File: config.mk
export PLATFORM = sky130hd
export DESIGN_NAME = sli_top
export DESIGN_NICKNAME = d
export VERILOG_FILES = /design/src/logic/sli_pkg.sv /design/src/logic/sli_tick_div.sv /design/src/logic/sli_top.sv
export SDC_FILE = /design/constraint.sdc
export NUM_CORES = 1
export LEC_CHECK = 0
export BUFFER_PORTS_ARGS = -buffer_cell sky130_fd_sc_hd__buf_2
export CAP_MARGIN = 10
export CORE_ASPECT_RATIO = 1.75
export CORE_UTILIZATION = 50
export CTS_BUF_LIST = sky130_fd_sc_hd__clkbuf_4 sky130_fd_sc_hd__clkbuf_8 sky130_fd_sc_hd__clkbuf_16
export CTS_CLUSTER_SIZE = 40
export DETAILED_ROUTE_END_ITERATION = 8
export PLACE_DENSITY = 0.72
export SETUP_SLACK_MARGIN = 0.2
export SLEW_MARGIN = 20
export SYNTH_ARGS = -nofsm -noshare
export SYNTH_HDL_FRONTEND = slang
export SYNTH_SLANG_ARGS = --single-unit
File: constraint.sdc
create_clock -name i_ref_clk -period 2.8 [get_ports i_ref_clk]
set_clock_uncertainty 0.15 [all_clocks]
set_input_delay 0.28 -clock i_ref_clk [delete_from_list [all_inputs] [get_ports i_ref_clk]]
set_output_delay 0.28 -clock i_ref_clk [all_outputs]
set_load 0.03 [all_outputs]
File: src/logic/sli_pkg.sv
// Purpose: shared constants and carriers of the status lamp indicator
// Assumes: 20 MHz reference clock, synchronous active-high reset
// Notes:   times are in ms, counts are derived from them
`default_nettype none
package sli_pkg;
  // clock and time base
  localparam int unsigned CLK_HZ       = 20_000_000;
  localparam int unsigned BASE_TICK_MS = 100;
  localparam int unsigned BASE_TICK_CYC = (CLK_HZ / 1000) * BASE_TICK_MS;
  // blink and flash timing, in ms and in base ticks
  localparam int unsigned BLINK_HALF_MS  = 500;
  localparam int unsigned FLASH_ON_MS    = 200;
  localparam int unsigned FLASH_OFF_MS   = 200;
  localparam int unsigned FLASH_GAP_MS   = 1000;
  localparam logic [3:0] BLINK_HALF_TICKS = 4'(BLINK_HALF_MS / BASE_TICK_MS);
  localparam logic [3:0] FLASH_ON_TICKS   = 4'(FLASH_ON_MS / BASE_TICK_MS);
  localparam logic [3:0] FLASH_OFF_TICKS  = 4'(FLASH_OFF_MS / BASE_TICK_MS);
  localparam logic [3:0] FLASH_GAP_TICKS  = 4'(FLASH_GAP_MS / BASE_TICK_MS);
  localparam logic [3:0] INFO_FLASHES     = 4'h2;
  // register byte offsets
  localparam logic [3:0] OFS_CTRL     = 4'h0;
  localparam logic [3:0] OFS_STATUS   = 4'h4;
  localparam logic [3:0] OFS_IRQ_STAT = 4'h8;
  localparam logic [3:0] OFS_IRQ_MASK = 4'hC;
  // control fields
  localparam int unsigned CTRL_DUR_LSB = 0;   // interlock duration, ticks
  localparam int unsigned CTRL_DUR_W   = 8;
  localparam int unsigned CTRL_EN_BIT  = 8;   // lamp enable
  localparam logic [31:0] CTRL_RST     = 32'h0000_010A;
  localparam logic [4:0]  MASK_RST     = 5'h00;
  // interrupt event bits
  localparam int unsigned IRQ_W          = 5;
  localparam int unsigned IRQ_ALARM      = 0;
  localparam int unsigned IRQ_PWR_REMOVE = 1;
  localparam int unsigned IRQ_DUP_IP     = 2;
  localparam int unsigned IRQ_TIMEOUT    = 3;
  localparam int unsigned IRQ_DIAG_DONE  = 4;
  // conditions from the driver core
  typedef struct packed {
    logic       ctrl_power;          // control power present
    logic       alarm;               // any alarm active
    logic       alarm_fatal;         // alarm not resettable remotely
    logic [3:0] alarm_code;          // flash count of the alarm
    logic       power_removal;       // power removal active
    logic       torque_off_clear;    // clear input after removal
    logic       info;                // information condition
    logic       support_op;          // teaching or remote operation
    logic       interlock_released;  // one-cycle pulse
    logic       origin_busy;         // origin button function running
    logic       sim_mode;            // driver simulation mode
    logic       cfg_invalid;         // communication setting invalid
    logic       dup_ip;              // duplicate address seen
    logic       self_diag;           // power-on self-diagnosis
    logic       online;
    logic       scanner_conn;
    logic       conn_timeout;
    logic       frame_activity;
  } sli_cond_t;
  // lamp drive, active high lit
  typedef struct packed {
    logic pa_green;
    logic pa_red;
    logic ms_green;
    logic ms_red;
    logic ns_green;
    logic ns_red;
    logic link;
  } sli_lamps_t;
  // one colour pair
  typedef struct packed {
    logic green;
    logic red;
  } sli_pair_t;
endpackage : sli_pkg
`default_nettype wire

File: src/logic/sli_tick_div.sv
// Purpose: base tick divider, one-cycle enable every CYCLES clocks
// Assumes: single clock, synchronous reset
// Notes:   first tick comes CYCLES clocks after reset release
`default_nettype none
module sli_tick_div #(
  parameter int unsigned CYCLES = 2_000_000
) (
  input  wire logic i_ref_clk,
  input  wire logic i_rst,
  output var  logic o_tick
);
  localparam int unsigned CW = (CYCLES > 2) ? $clog2(CYCLES) : 1;
  localparam logic [CW-1:0] LAST = CW'(CYCLES - 1);

  logic [CW-1:0] cnt_q;   // cycle counter
  logic [CW-1:0] cnt_d;
  logic          tick_q;  // registered pulse
  wire           wrap = (cnt_q == LAST);

  generate
    if (CYCLES < 2) begin : g_bad
      $error("sli_tick_div: CYCLES must be at least 2");
    end
  endgenerate

  assign cnt_d  = wrap ? '0 : cnt_q + 1'b1;
  assign o_tick = tick_q;

  // count and emit the pulse on wrap
  always_ff @(posedge i_ref_clk) begin
    if (i_rst) begin
      cnt_q  <= '0;
      tick_q <= 1'b0;
    end else begin
      cnt_q  <= cnt_d;
      tick_q <= wrap;
    end
  end
endmodule : sli_tick_div
`default_nettype wire

File: src/logic/sli_top.sv
// Purpose: front-panel lamp logic with Avalon-MM registers and interrupt
// Assumes: condition inputs synchronous to i_ref_clk
// Notes:   one wait state on every bus access
`default_nettype none
module sli_top #(
  parameter int unsigned TICK_CYCLES = sli_pkg::BASE_TICK_CYC
) (
  input  wire logic              i_ref_clk,
  input  wire logic              i_rst,
  input  wire sli_pkg::sli_cond_t i_cond,
  input  wire logic [3:0]        i_avs_address,
  input  wire logic              i_avs_read,
  input  wire logic              i_avs_write,
  input  wire logic [31:0]       i_avs_writedata,
  output var  logic [31:0]       o_avs_readdata,
  output var  logic              o_avs_waitrequest,
  output var  sli_pkg::sli_lamps_t o_lamps,
  output var  logic              o_irq
);
  typedef enum logic [1:0] {FL_IDLE, FL_ON, FL_OFF, FL_GAP} sli_fl_t;
  typedef enum logic [1:0] {SM_GREEN, SM_RED, SM_BOTH, SM_DARK} sli_sim_t;

  generate
    if (TICK_CYCLES < 2) begin : g_bad
      $error("sli_top: TICK_CYCLES must be at least 2");
    end
  endgenerate

  // base tick
  logic tick;
  sli_tick_div #(.CYCLES(TICK_CYCLES)) u_div (
    .i_ref_clk (i_ref_clk),
    .i_rst     (i_rst),
    .o_tick    (tick)
  );

  // ---------------- bus slave ----------------
  logic [31:0] ctrl_q;        // control register
  logic [4:0]  irq_stat_q;    // sticky events
  logic [4:0]  irq_mask_q;    // interrupt enables
  logic [31:0] rdata_q;       // read data, stands when wait drops
  logic        wait_q;        // waitrequest, high unless answering
  logic [4:0]  irq_set;       // events this cycle
  logic [31:0] status_word;   // live state readback
  logic [31:0] rdata_d;
  wire         req     = i_avs_read | i_avs_write;
  wire         wr_go   = i_avs_write & ~wait_q;  // write takes effect
  wire         sel_ctl = (i_avs_address == sli_pkg::OFS_CTRL);
  wire         sel_sts = (i_avs_address == sli_pkg::OFS_STATUS);
  wire         sel_ist = (i_avs_address == sli_pkg::OFS_IRQ_STAT);
  wire         sel_msk = (i_avs_address == sli_pkg::OFS_IRQ_MASK);
  wire [4:0]   w1c     = (wr_go && sel_ist) ? i_avs_writedata[4:0] : 5'h0;
  // set wins over a simultaneous write-one clear
  wire [4:0]   irq_stat_d = (irq_stat_q & ~w1c) | irq_set;
  wire         lamp_en = ctrl_q[sli_pkg::CTRL_EN_BIT];
  wire [7:0]   il_dur  =
    ctrl_q[sli_pkg::CTRL_DUR_LSB +: sli_pkg::CTRL_DUR_W];

  // read mux, unmapped offsets read zero
  assign rdata_d = sel_ctl ? ctrl_q :
                   sel_sts ? status_word :
                   sel_ist ? {27'h0, irq_stat_q} :
                   sel_msk ? {27'h0, irq_mask_q} : 32'h0000_0000;

  // wait state and read capture
  always_ff @(posedge i_ref_clk) begin
    if (i_rst) begin
      wait_q  <= 1'b1;
      rdata_q <= 32'h0000_0000;
    end else begin
      wait_q  <= ~(req & wait_q);
      if (req && wait_q) begin
        rdata_q <= rdata_d;
      end
    end
  end

  // writable registers; writes to status and unmapped are dropped
  always_ff @(posedge i_ref_clk) begin
    if (i_rst) begin
      ctrl_q     <= sli_pkg::CTRL_RST;
      irq_mask_q <= sli_pkg::MASK_RST;
      irq_stat_q <= 5'h00;
    end else begin
      if (wr_go && sel_ctl) begin
        ctrl_q <= i_avs_writedata;
      end
      if (wr_go && sel_msk) begin
        irq_mask_q <= i_avs_writedata[4:0];
      end
      irq_stat_q <= irq_stat_d;
    end
  end

  // ---------------- event detection ----------------
  sli_pkg::sli_cond_t prev_q;  // last cycle's conditions
  always_ff @(posedge i_ref_clk) begin
    if (i_rst) begin
      prev_q <= '0;
    end else begin
      prev_q <= i_cond;
    end
  end
  assign irq_set[sli_pkg::IRQ_ALARM]      = i_cond.alarm & ~prev_q.alarm;
  assign irq_set[sli_pkg::IRQ_PWR_REMOVE] =
    i_cond.power_removal & ~prev_q.power_removal;
  assign irq_set[sli_pkg::IRQ_DUP_IP]     = i_cond.dup_ip & ~prev_q.dup_ip;
  assign irq_set[sli_pkg::IRQ_TIMEOUT]    =
    i_cond.conn_timeout & ~prev_q.conn_timeout;
  assign irq_set[sli_pkg::IRQ_DIAG_DONE]  =
    ~i_cond.self_diag & prev_q.self_diag;

  // ---------------- blink base, 500 ms halves ----------------
  logic [3:0] bl_cnt_q;   // ticks in current half
  logic       blink_q;    // 1 in the on half
  logic       fast_q;     // toggles each tick, traffic flicker
  wire        bl_wrap = tick && (bl_cnt_q == sli_pkg::BLINK_HALF_TICKS - 4'h1);
  always_ff @(posedge i_ref_clk) begin
    if (i_rst) begin
      bl_cnt_q <= 4'h0;
      blink_q  <= 1'b1;
      fast_q   <= 1'b0;
    end else if (tick) begin
      bl_cnt_q <= bl_wrap ? 4'h0 : bl_cnt_q + 4'h1;
      blink_q  <= bl_wrap ? ~blink_q : blink_q;
      fast_q   <= ~fast_q;
    end
  end

  // ---------------- simulation cycle ----------------
  sli_sim_t sim_q;  // advances every blink half
  always_ff @(posedge i_ref_clk) begin
    if (i_rst || !i_cond.sim_mode) begin
      sim_q <= SM_GREEN;
    end else if (bl_wrap) begin
      unique case (sim_q)
        SM_GREEN: sim_q <= SM_RED;
        SM_RED:   sim_q <= SM_BOTH;
        SM_BOTH:  sim_q <= SM_DARK;
        SM_DARK:  sim_q <= SM_GREEN;
      endcase
    end
  end

  // ---------------- counted flash sequencer ----------------
  // a burst of N flashes then a gap; the count is latched at burst start
  // so a code change mid-burst never produces a garbled count
  sli_fl_t    fl_q;
  logic [3:0] fl_tk_q;    // ticks in state
  logic [3:0] fl_n_q;     // flashes done
  logic [3:0] fl_tgt_q;   // flashes wanted
  logic [3:0] fl_want;
  logic [3:0] fl_lim;
  wire        code_nz = (i_cond.alarm_code != 4'h0);
  assign fl_want = i_cond.alarm ? (code_nz ? i_cond.alarm_code : 4'h1) :
                   (i_cond.info || i_cond.support_op) ?
                   sli_pkg::INFO_FLASHES : 4'h0;
  assign fl_lim  = (fl_q == FL_ON)  ? sli_pkg::FLASH_ON_TICKS :
                   (fl_q == FL_OFF) ? sli_pkg::FLASH_OFF_TICKS :
                   sli_pkg::FLASH_GAP_TICKS;
  wire fl_done = tick && (fl_tk_q == fl_lim - 4'h1);
  wire fl_lit  = (fl_q == FL_ON);

  always_ff @(posedge i_ref_clk) begin
    if (i_rst) begin
      fl_q     <= FL_IDLE;
      fl_tk_q  <= 4'h0;
      fl_n_q   <= 4'h0;
      fl_tgt_q <= 4'h0;
    end else begin
      fl_tk_q <= fl_done ? 4'h0 : (tick ? fl_tk_q + 4'h1 : fl_tk_q);
      unique case (fl_q)
        FL_IDLE: begin
          fl_tk_q <= 4'h0;
          if (fl_want != 4'h0) begin
            fl_q     <= FL_ON;
            fl_tgt_q <= fl_want;
            fl_n_q   <= 4'h0;
          end
        end
        FL_ON: begin
          if (fl_done) begin
            fl_q   <= FL_OFF;
            fl_n_q <= fl_n_q + 4'h1;
          end
        end
        FL_OFF: begin
          if (fl_done) begin
            fl_q <= (fl_n_q == fl_tgt_q) ? FL_GAP : FL_ON;
          end
        end
        FL_GAP: begin
          if (fl_done) begin
            fl_q <= FL_IDLE;
          end
        end
      endcase
      if (fl_want == 4'h0) begin
        fl_q <= FL_IDLE;  // condition gone, stop at once
      end
    end
  end

  // ---------------- power removal latch ----------------
  // held past release until the clear input; a new removal wins
  logic pr_q;
  always_ff @(posedge i_ref_clk) begin
    if (i_rst) begin
      pr_q <= 1'b0;
    end else if (i_cond.power_removal) begin
      pr_q <= 1'b1;
    end else if (i_cond.torque_off_clear) begin
      pr_q <= 1'b0;
    end
  end

  // ---------------- interlock release countdown ----------------
  logic [7:0] il_q;  // ticks left
  wire        il_on = (il_q != 8'h00);
  always_ff @(posedge i_ref_clk) begin
    if (i_rst) begin
      il_q <= 8'h00;
    end else if (i_cond.interlock_released) begin
      il_q <= il_dur;
    end else if (tick && il_on) begin
      il_q <= il_q - 8'h01;
    end
  end

  // ---------------- lamp selection, highest priority first ----------
  sli_pkg::sli_pair_t pa_sel;
  sli_pkg::sli_pair_t ms_sel;
  sli_pkg::sli_pair_t ns_sel;
  logic               link_sel;
  wire                pwr = i_cond.ctrl_power;
  wire                sim_g = (sim_q == SM_GREEN) || (sim_q == SM_BOTH);
  wire                sim_r = (sim_q == SM_RED) || (sim_q == SM_BOTH);

  // power and alarm lamp
  assign pa_sel =
    !pwr                ? 2'b00 :
    i_cond.sim_mode     ? {sim_g, sim_r} :
    i_cond.alarm        ? {1'b0, fl_lit} :
    pr_q                ? {blink_q, 1'b0} :
    (i_cond.info || i_cond.support_op) ?
                          {fl_lit, fl_lit} :
    i_cond.origin_busy  ? 2'b11 :
    il_on               ? {blink_q, blink_q} :
                          2'b10;

  // module status lamp
  assign ms_sel =
    !pwr                ? 2'b00 :
    i_cond.self_diag    ? {blink_q, ~blink_q} :
    i_cond.alarm_fatal  ? 2'b01 :
    (i_cond.alarm || i_cond.dup_ip) ?
                          {1'b0, blink_q} :
    i_cond.cfg_invalid  ? {blink_q, 1'b0} :
                          2'b10;

  // network status lamp
  assign ns_sel =
    !pwr                ? 2'b00 :
    i_cond.self_diag    ? {blink_q, ~blink_q} :
    i_cond.dup_ip       ? 2'b01 :
    i_cond.conn_timeout ? {1'b0, blink_q} :
    !i_cond.online      ? 2'b00 :
    i_cond.scanner_conn ? 2'b10 :
                          {blink_q, 1'b0};

  // link lamp
  assign link_sel = pwr && i_cond.online &&
                    (i_cond.frame_activity ? fast_q : 1'b1);

  // status readback
  assign status_word = {18'h0, il_on, pr_q, fl_q, sim_q, 1'b0, o_lamps};

  // registered lamp and interrupt outputs
  always_ff @(posedge i_ref_clk) begin
    if (i_rst) begin
      o_lamps <= '0;
      o_irq   <= 1'b0;
    end else begin
      o_lamps <= lamp_en ? {pa_sel, ms_sel, ns_sel, link_sel} : '0;
      o_irq   <= |(irq_stat_d & irq_mask_q);
    end
  end

  assign o_avs_readdata    = rdata_q;
  assign o_avs_waitrequest = wait_q;
endmodule : sli_top
`default_nettype wire

# == Yosys cells after proc, flatten, opt, wreduce, memory -nomap -nowiden ==
# Index checks and enable logic that the tools add are counted.
# word_totals
regBits,141
output_inout_bits,41
elab_cells,152
# classes
n_addsub,6
eq_ne,17
muxes,41
bitwise_logic,23
n_reduce_logical,35
# ops
op,n
2-to-1 mux 2 bit,21
2-to-1 mux 32 bit,1
2-to-1 mux 4 bit,7
"adder 21 x 1 -> 21 bit, second input constant",1
"== test 21 bit, second input constant",1
2-to-1 mux 8 bit,2
one-hot mux 2 bit (4 select lines),2
2-to-1 mux 5 bit,3
2-to-1 mux 14 bit,1
"adder 4 x 1 -> 4 bit, second input constant",3
inverter 1 bit,11
bitwise AND 5 bit,2
logical AND 1 bit,9
"== test 2 bit, second input constant",4
"== test 4 x 3 -> 1 bit, second input constant",2
== test 4 bit,2
"== test 4 bit, second input constant",2
logical NOT 4 bit,2
"!= test 2 bit, second input constant",4
one-hot mux 4 bit (2 select lines),1
nonzero test 4 bit,2
nonzero test 8 bit,1
"subtractor 8 x 1 -> 8 bit, second input constant",1
bitwise AND 1 bit,7
16 further kinds,30

# == Depth between registers and ports, before layout ==
# Gate-level depths: netlist (run 1).
# logic_depth
depth_word,9
ltp_mapped,8
depth_no_buf,7

# == By module ==
# A second synthesis (run 1) with hierarchy kept.
# hier_totals
cells_unflattened,705
hier_area_um2,6087.1
# by_module_without_submodules
mod,instances,cells_each,area_per_inst_um2,seq_area_each_um2
sli_top,1,585,5038.6,2382.3
sli_tick_div,1,120,1048.5,440.4

# == Least setup slack after synthesis (run 1) ==
# No wires, ideal clock.
# synth_timing
kind,register to register
startpoint,register il_q[0]
endpoint,register il_q[3]
setup_ps,86
arrival_ps,1790
required_ps,2564
path_slack_ps,774
path_stages_with_launch,8
n_path_buf,0
synth_period_minus_slack_ps,2026
cell_sequence,dfxtp_1 inv_1 ha_1 or3b_2 o21ai_0 nor4_1 xnor2_1 a211oi_1
# synth_between
elab_chain_cells,3
word_cells_on_any_way,6
classes_between,1 x add/sub; 2 x mux; 3 x reduce/logical
# synth_rtl
item,line_no,rtl
from (decl),sli_top.sv:218,logic [7:0] il_q;
from (signal assigned),sli_top.sv:224,il_q <= il_dur;
from (signal assigned),sli_top.sv:226,il_q <= il_q - 8'h01;
subtractor 8 x 1 -> 8 bit / nonzero test 8 bit (equally long branches),"sli_top.sv:226, sli_top.sv:219",
2-to-1 mux 8 bit / logical AND 1 bit (equally long branches),sli_top.sv:225,end else if (tick && il_on) begin
2-to-1 mux 8 bit / nonzero test 2 bit (equally long branches),-,
# Several ways; a longest one is shown, not always the timed one. The select of a mux whose other input is x is not followed.
# A chain may end at the register's enable or synchronous reset.

# == Worst setup path after layout (run 1) ==
# Same ends and word-level chain as after synthesis.

==> results of run 1 <==
==> critical path: stages (launching register included) <==
cell and delay, ns:
dfxtp_1 0.34, inv_1 0.09, ha_1 0.18, or3b_2 0.49, o21ai_0 0.39, nor4_1 0.11
xnor2_1 0.14, a211oi_1 0.22
==> per-stage QoR <==
stage	setup slack (ns)	cells	util [%]	hold slack [ns]
finish	0.613	973	64.4	0.0109
floorplan	0.774	701	-	0.247
CTS	0.603	973	64.4	0.000308
global placement	0.706	906	56.4	0.293
global route	0.413	973	64.4	0.0102
detailed placement	0.594	906	56.4	0.294
==> final timing paths <==
path         cells after the start  startpoint  slack, ns        end
min reg2reg                      2   ctrl_q[9]       0.30  ctrl_q[9]
min                              4  i_cond[12]       0.01       pr_q
max reg2reg                      7     il_q[0]       0.61    il_q[3]
max                              7     il_q[0]       0.61    il_q[3]
==> layout make-up <==
type                    count  area, um2
inverters                  26       97.6
repair buffers            147        943
fillers                   956       4120
well taps                 135        169
multi-input cells         493       2860
clock inverters            10       91.3
clock buffers              21        474
flip-flops and latches    141       2820
==> power by group through the flow <==
stage | Clock [mW] | Combinational, mW | Sequential (mW)
after global placement | 0 | 0.482 | 2.15
final | 2.12 | 0.548 | 2.11
after global routing | 2.25 | 0.598 | 2.11
after floorplan | 0 | 0.331 | 2.15
after CTS | 2.15 | 0.542 | 2.10
after detailed placement | 0 | 0.497 | 2.15
==> per-layer routing <==
| metal | vias to the layer above | share of wire [%] | wire (um) | GRT usage (%) |
|---|---|---|---|---|
| li1 | 2649 | - | - | - |
| met1 | 2546 | 37 | 5810 | 25.1 |
| met2 | 165 | 53 | 8340 | 49.4 |
| met3 | 55 | 4.9 | 769 | 5.60 |
| met4 | 0 | 4.7 | 742 | 15.1 |
| met5 | - | 0 | 0 | 0 |
==> cell families (layout without fill, tap and decap cells) <==
logic type / after synthesis / count (layout) / synth area share [%]
fa+ha+maj: 14 / 14 / 2.95
compound gates: 137 / 137 / 14.8
simple gates: 295 / 295 / 22.8
flops: 141 / 141 / 47.6
xor+xnor: 33 / 33 / 4.87
buf+inv: 67 / 204 / 4.34
mux: 14 / 14 / 2.74
==> sequential cells by signal, indices dropped and copies added (netlist names) <==
register and count:
irq_mask_q 5, fl_q 2, prev_q 5, sim_q 2
fl_n_q 4, bl_cnt_q 4, ctrl_q 32, o_irq 1
il_q 8, irq_stat_q 5, o_avs_waitrequest 1, u_div.o_tick 1
blink_q 1, o_lamps 7, o_avs_readdata 32, fl_tgt_q 4
fast_q 1, fl_tk_q 4, u_div.cnt_q 21, pr_q 1
==> synth_stat cells, drive strengths merged, types with 3 or more instances <==
library cell  number
and3               6
a21oi             58
or4                4
mux2i              5
nor2             106
xor2              22
nor4               5
or3                4
nand3             21
buf                6
nand4              8
mux2               8
a211o              3
ha                14
dfxtp            141
a22oi             33
clkbuf            35
a31oi              4
o21ai             12
nor3              12
nor2b             12
nor4b              3
o22ai              4
nand2             94
nand2b             5
a211oi             5
nand3b             4
and2               4
inv               26
xnor2             11
o221a              5
==> timing repair <==
item / CTS / global route
gates resized for setup: 0 / 0
hold buffers: 36 / 0
endpoints found under the hold margin: 40 / 0
==> flow_metrics.env, run 1 <==
export IMPL_fp_dieArea_mm2=0.0123
export IMPL_rsz0062_at_grt="false"
export IMPL_fin_area_mm2=0.00746
export IMPL_area_growth_pct=25.6
export IMPL_ant_nets=0
export IMPL_syn_area_per_cell_um2=8.47
export IMPL_ys_ff_latch=141
export IMPL_fp_row_count=52
export IMPL_placed_area_mm2=0.00653
export IMPL_combPwrFrac_pct=11.5
export IMPL_ir_worst_vdd_mv=0.434
export IMPL_clock_latency_ns=0.41
export IMPL_antenna_found_initial=0
export IMPL_cts_sinks=141
export IMPL_ys_flop_type="dfxtp_1"
export IMPL_p_clk_share_pct=44.4
export IMPL_pin_count=102
export IMPL_synth_edf_count=0
export IMPL_hold_path_class="primary input to flop"
export IMPL_grt_pass1_wl_um=25100
export IMPL_initial_core_util_pct=51.3
export IMPL_yosys_area_top_type_share_pct=47.6
export IMPL_final_common_cell="dfxtp_1"
export IMPL_drv_slew=0
export IMPL_die_width_um=84.4
export IMPL_netlist_top_cells_area="dfxtp_1, nor2_1, nand2_1"
export IMPL_numCtsBuffers=17
export IMPL_first_pass_iters=9
export IMPL_syn_area_mm2=0.00594
export IMPL_clock_root_buffer="clkbuf_16"
export IMPL_via_per_inst=5.57
export IMPL_crit_arrival_ns=2.36
export IMPL_crit_path_max_fanout=4
export IMPL_yosys_warnings=0
export IMPL_synth_largest_area_cell="dfxtp_1"
export IMPL_power_mw=4.78
export IMPL_outcome="complete, but fails checks"
export IMPL_path_class="flop to flop"
export IMPL_clk_transition_reported_paths_ns=0.05
export IMPL_p_per_area_mw_per_mm2=640
export IMPL_max_freq_mhz=457
export IMPL_synth_cell_types=53
export IMPL_wire_per_inst_um=16.1
export IMPL_drv_cap=0
export IMPL_tightest_slew_ns=0.685
export IMPL_cts_max_path_buffers=2
export IMPL_drt_iter0_drc=329
export IMPL_asyncSetResetFlopFracSynth_pct=0
export IMPL_grt_pass1_vias=5428
export IMPL_finalSetupViolations=0
export IMPL_final_cell_mix="dfxtp_1, nor2_1, buf_2, nand2_1, a21oi_1"
export IMPL_fin_crit_sh_pct=78.1
export IMPL_period_needed_ns=2.19
export IMPL_end_kind="flop"
export IMPL_core_area_mm2=0.0116
export IMPL_switching_share_pct=25.2
export IMPL_violations="DRC"
export IMPL_switchingPower_mw=1.20
export IMPL_h_tree_depth=4
export IMPL_p_int_mw=3.57
export IMPL_portBuffers=101
export IMPL_cts_tree="built"
export IMPL_synth_fp_nets=776
export IMPL_hold_viol=0
export IMPL_ys_seq_area_share_pct=47.6
export IMPL_dp_hpwl_um=10800
export IMPL_grt_total_usage_pct=25.9
export IMPL_diodes=0
export IMPL_wirelength_um=15700
export IMPL_final_net_count=901
export IMPL_fin_tns_setup_ns=0
export IMPL_layout_drive_gt1_share_pct=19.6
export IMPL_critPathRequiredTime_ns=2.98
export IMPL_synth_cells=701
export IMPL_routabilityCongestion=0.875
export IMPL_p_leak_nw=3.03
export IMPL_grt_max_degree=50
export IMPL_cts_setup_buffers=0
export IMPL_num_vias=5415
export IMPL_grt_overflow=0
export IMPL_fp_dieH_um=146
export IMPL_critPathLaunchType="flop"
export IMPL_seqPwrFrac_pct=44.1
export IMPL_relSlewSlack_pct=54.0
export IMPL_drc=10
No activity file was read; power rests on OpenSTA's default activity.
==> inputs of run 2 (changes only) <==
- PLACE_DENSITY: 0.72 -> 0.75
- clock period: 2.8 -> 1.9 ns (I/O delays scaled with it)
==> flow_metrics.env, run 2 (synthesized netlist as in run 1, its figures left out) <==
export IMPL_outcome="complete, but fails checks"
export IMPL_violations="DRC"
export IMPL_p_per_area_mw_per_mm2=919
export IMPL_rr_worst_depth=3
export IMPL_hold_path_class="primary input to flop"
export IMPL_clock_latency_ns=0.42
export IMPL_relSlewSlack_pct=68.7
export IMPL_rrSetupSlack_ns=0.002
export IMPL_pin_count=102
export IMPL_switchingPower_mw=2.01
export IMPL_antenna_found_initial=0
export IMPL_crit_path_max_fanout=6
export IMPL_grt_total_usage_pct=27.9
export IMPL_diodes=0
export IMPL_slowest_stage="or4_4"
export IMPL_drc=7
export IMPL_grt_use_met2_pct=51.7
export IMPL_grtUsageMet1_pct=28.2
export IMPL_fp_row_count=52
export IMPL_grt_pass1_wl_um=27100
export IMPL_end_kind="flop"
export IMPL_r2r_end="il_q[6]"
export IMPL_period_needed_ns=1.90
export IMPL_h_tree_depth=4
export IMPL_num_vias=5886
export IMPL_cts_max_path_buffers=2
export IMPL_clk_transition_reported_paths_ns=0.06
export IMPL_holdCritStartpoint="i_cond[15]"
export IMPL_wire_per_inst_um=17.3
export IMPL_max_freq_mhz=527
export IMPL_layout_drive_gt1_share_pct=30.5
export IMPL_final_common_cell="dfxtp_1"
export IMPL_drv_cap=0
export IMPL_die_width_um=84.4
export IMPL_hold_viol=0
export IMPL_finalSetupViolations=0
export IMPL_numCtsBuffers=17
export IMPL_routabilityCongestion=0.971
export IMPL_path_cells="or4_4, or4_1, a311oi_1"
export IMPL_path_class="flop to flop"
export IMPL_worst_slack_ns=0.00211
export IMPL_p_clk_share_pct=42.8
export IMPL_switching_share_pct=26.3
export IMPL_drv_slew=0
export IMPL_tightest_slew_ns=0.469
export IMPL_ant_nets=0
export IMPL_clock_root_buffer="clkbuf_16"
export IMPL_fin_area_mm2=0.00831
export IMPL_drt_iter0_drc=399
export IMPL_whs_path_depth=5
export IMPL_ir_worst_vdd_mv=0.901
export IMPL_hold_end="fl_tgt_q[1]"
export IMPL_fp_dieArea_mm2=0.0123
export IMPL_p_leak_nw=3.35
export IMPL_placed_area_mm2=0.00675
export IMPL_initial_core_util_pct=51.3
export IMPL_area_growth_pct=40.0
export IMPL_wirelength_um=17600
export IMPL_core_area_mm2=0.0116
export IMPL_cts_tree="built"
export IMPL_via_per_inst=5.79
export IMPL_fin_crit_sh_pct=99.9
export IMPL_fillers=807
export IMPL_cpPeakStageDelay_ns=0.61
export IMPL_first_pass_iters=8
export IMPL_crit_arrival_ns=2.06
export IMPL_final_cell_mix="dfxtp_1, nor2_1, buf_2, nand2_1, a21oi_1"
export IMPL_detailedPlace_worstSlack_ns=0.0210
export IMPL_cts_sinks=141
export IMPL_grtUsageMet3_pct=6.11
export IMPL_fp_dieH_um=146
export IMPL_final_net_count=945
export IMPL_grt_max_degree=71
export IMPL_critPathLaunchType="flop"
export IMPL_rsz0062_at_grt="true"
export IMPL_grt_overflow=0
export IMPL_critPathRequiredTime_ns=2.06
export IMPL_grt_busiest_layer="met2"
export IMPL_p_int_mw=5.63
export IMPL_grt_pass1_vias=5798
export IMPL_rr_startpoint="il_q[5]"
export IMPL_dp_hpwl_um=10900
export IMPL_portBuffers=101
export IMPL_combPwrFrac_pct=16.7
export IMPL_seqPwrFrac_pct=40.5
run 2: layout make-up:
class	count	area [um2]	area share, %
Sequential cell	141	2870	34.5
Multi-Input combinational cell	493	3220	38.7
Clock buffer	20	460	5.54
Timing Repair Buffer	191	1380	16.7
Inverter	26	97.6	1.17
Tap cell	135	169	2.03
Clock inverter	10	116	1.40
run 2: worst max-delay path by stage:
stage / from / endpoint / slack [ns]
after floorplan: il_q[1] / il_q[3] / 0.09
after CTS: il_q[0] / il_q[4] / 0.07
after detailed placement: il_q[0] / il_q[4] / 0.02
after global placement: il_q[0] / il_q[4] / 0.08
final: il_q[5] / il_q[6] / 0.002
after global routing: il_q[0] / o_lamps[5] / -0.05
run 2: critical path: cells and delay by family (launching register included):
| family | cells | cell delay [ns] |
|---|---|---|
| compound gates | 1 | 0.28 |
| flops | 1 | 0.33 |
| simple gates | 2 | 1.03 |
run 2: timing repair:
item                                    in CTS  in global routing
setup buffers                                8                  9
endpoints found under the setup margin      42                 66
pin swaps                                    9                 37
cloned                                       0                  1
endpoints found under the hold margin       56                  0
resized for setup                           26                 66
hold buffers                                47                  0
run 2: stage by stage:
stage / hold slack, ns / total power [mW] / std cells / TNS, ns / util, %
finish: 0.0216 / 7.64 / 1016 / 0 / 71.7
CTS: 0.00221 / 7.49 / 1006 / 0 / 68.9
global route: 0.0186 / 7.89 / 1016 / -0.128 / 71.7
global placement: 0.250 / 3.99 / 921 / 0 / 58.3
detailed placement: 0.268 / 4.02 / 921 / 0 / 58.3
floorplan: 0.157 / 3.71 / 701 / 0 / -
run 2: power by group through the flow:
| stage | Combinational [mW] | Sequential (mW) | Clock [mW] |
|---|---|---|---|
| floorplan | 0.526 | 3.18 | 0 |
| global placement | 0.836 | 3.15 | 0 |
| detailed placement | 0.865 | 3.16 | 0 |
| CTS | 1.11 | 3.09 | 3.29 |
| global route | 1.36 | 3.10 | 3.44 |
| finish | 1.28 | 3.09 | 3.27 |
run 2: routing by layer:
metal / share of wire [%] / vias to the layer above
met5: 0 / -
met4: 5.0 / 0
met3: 5.3 / 73
met2: 55 / 257
met1: 35 / 2815
li1: - / 2741
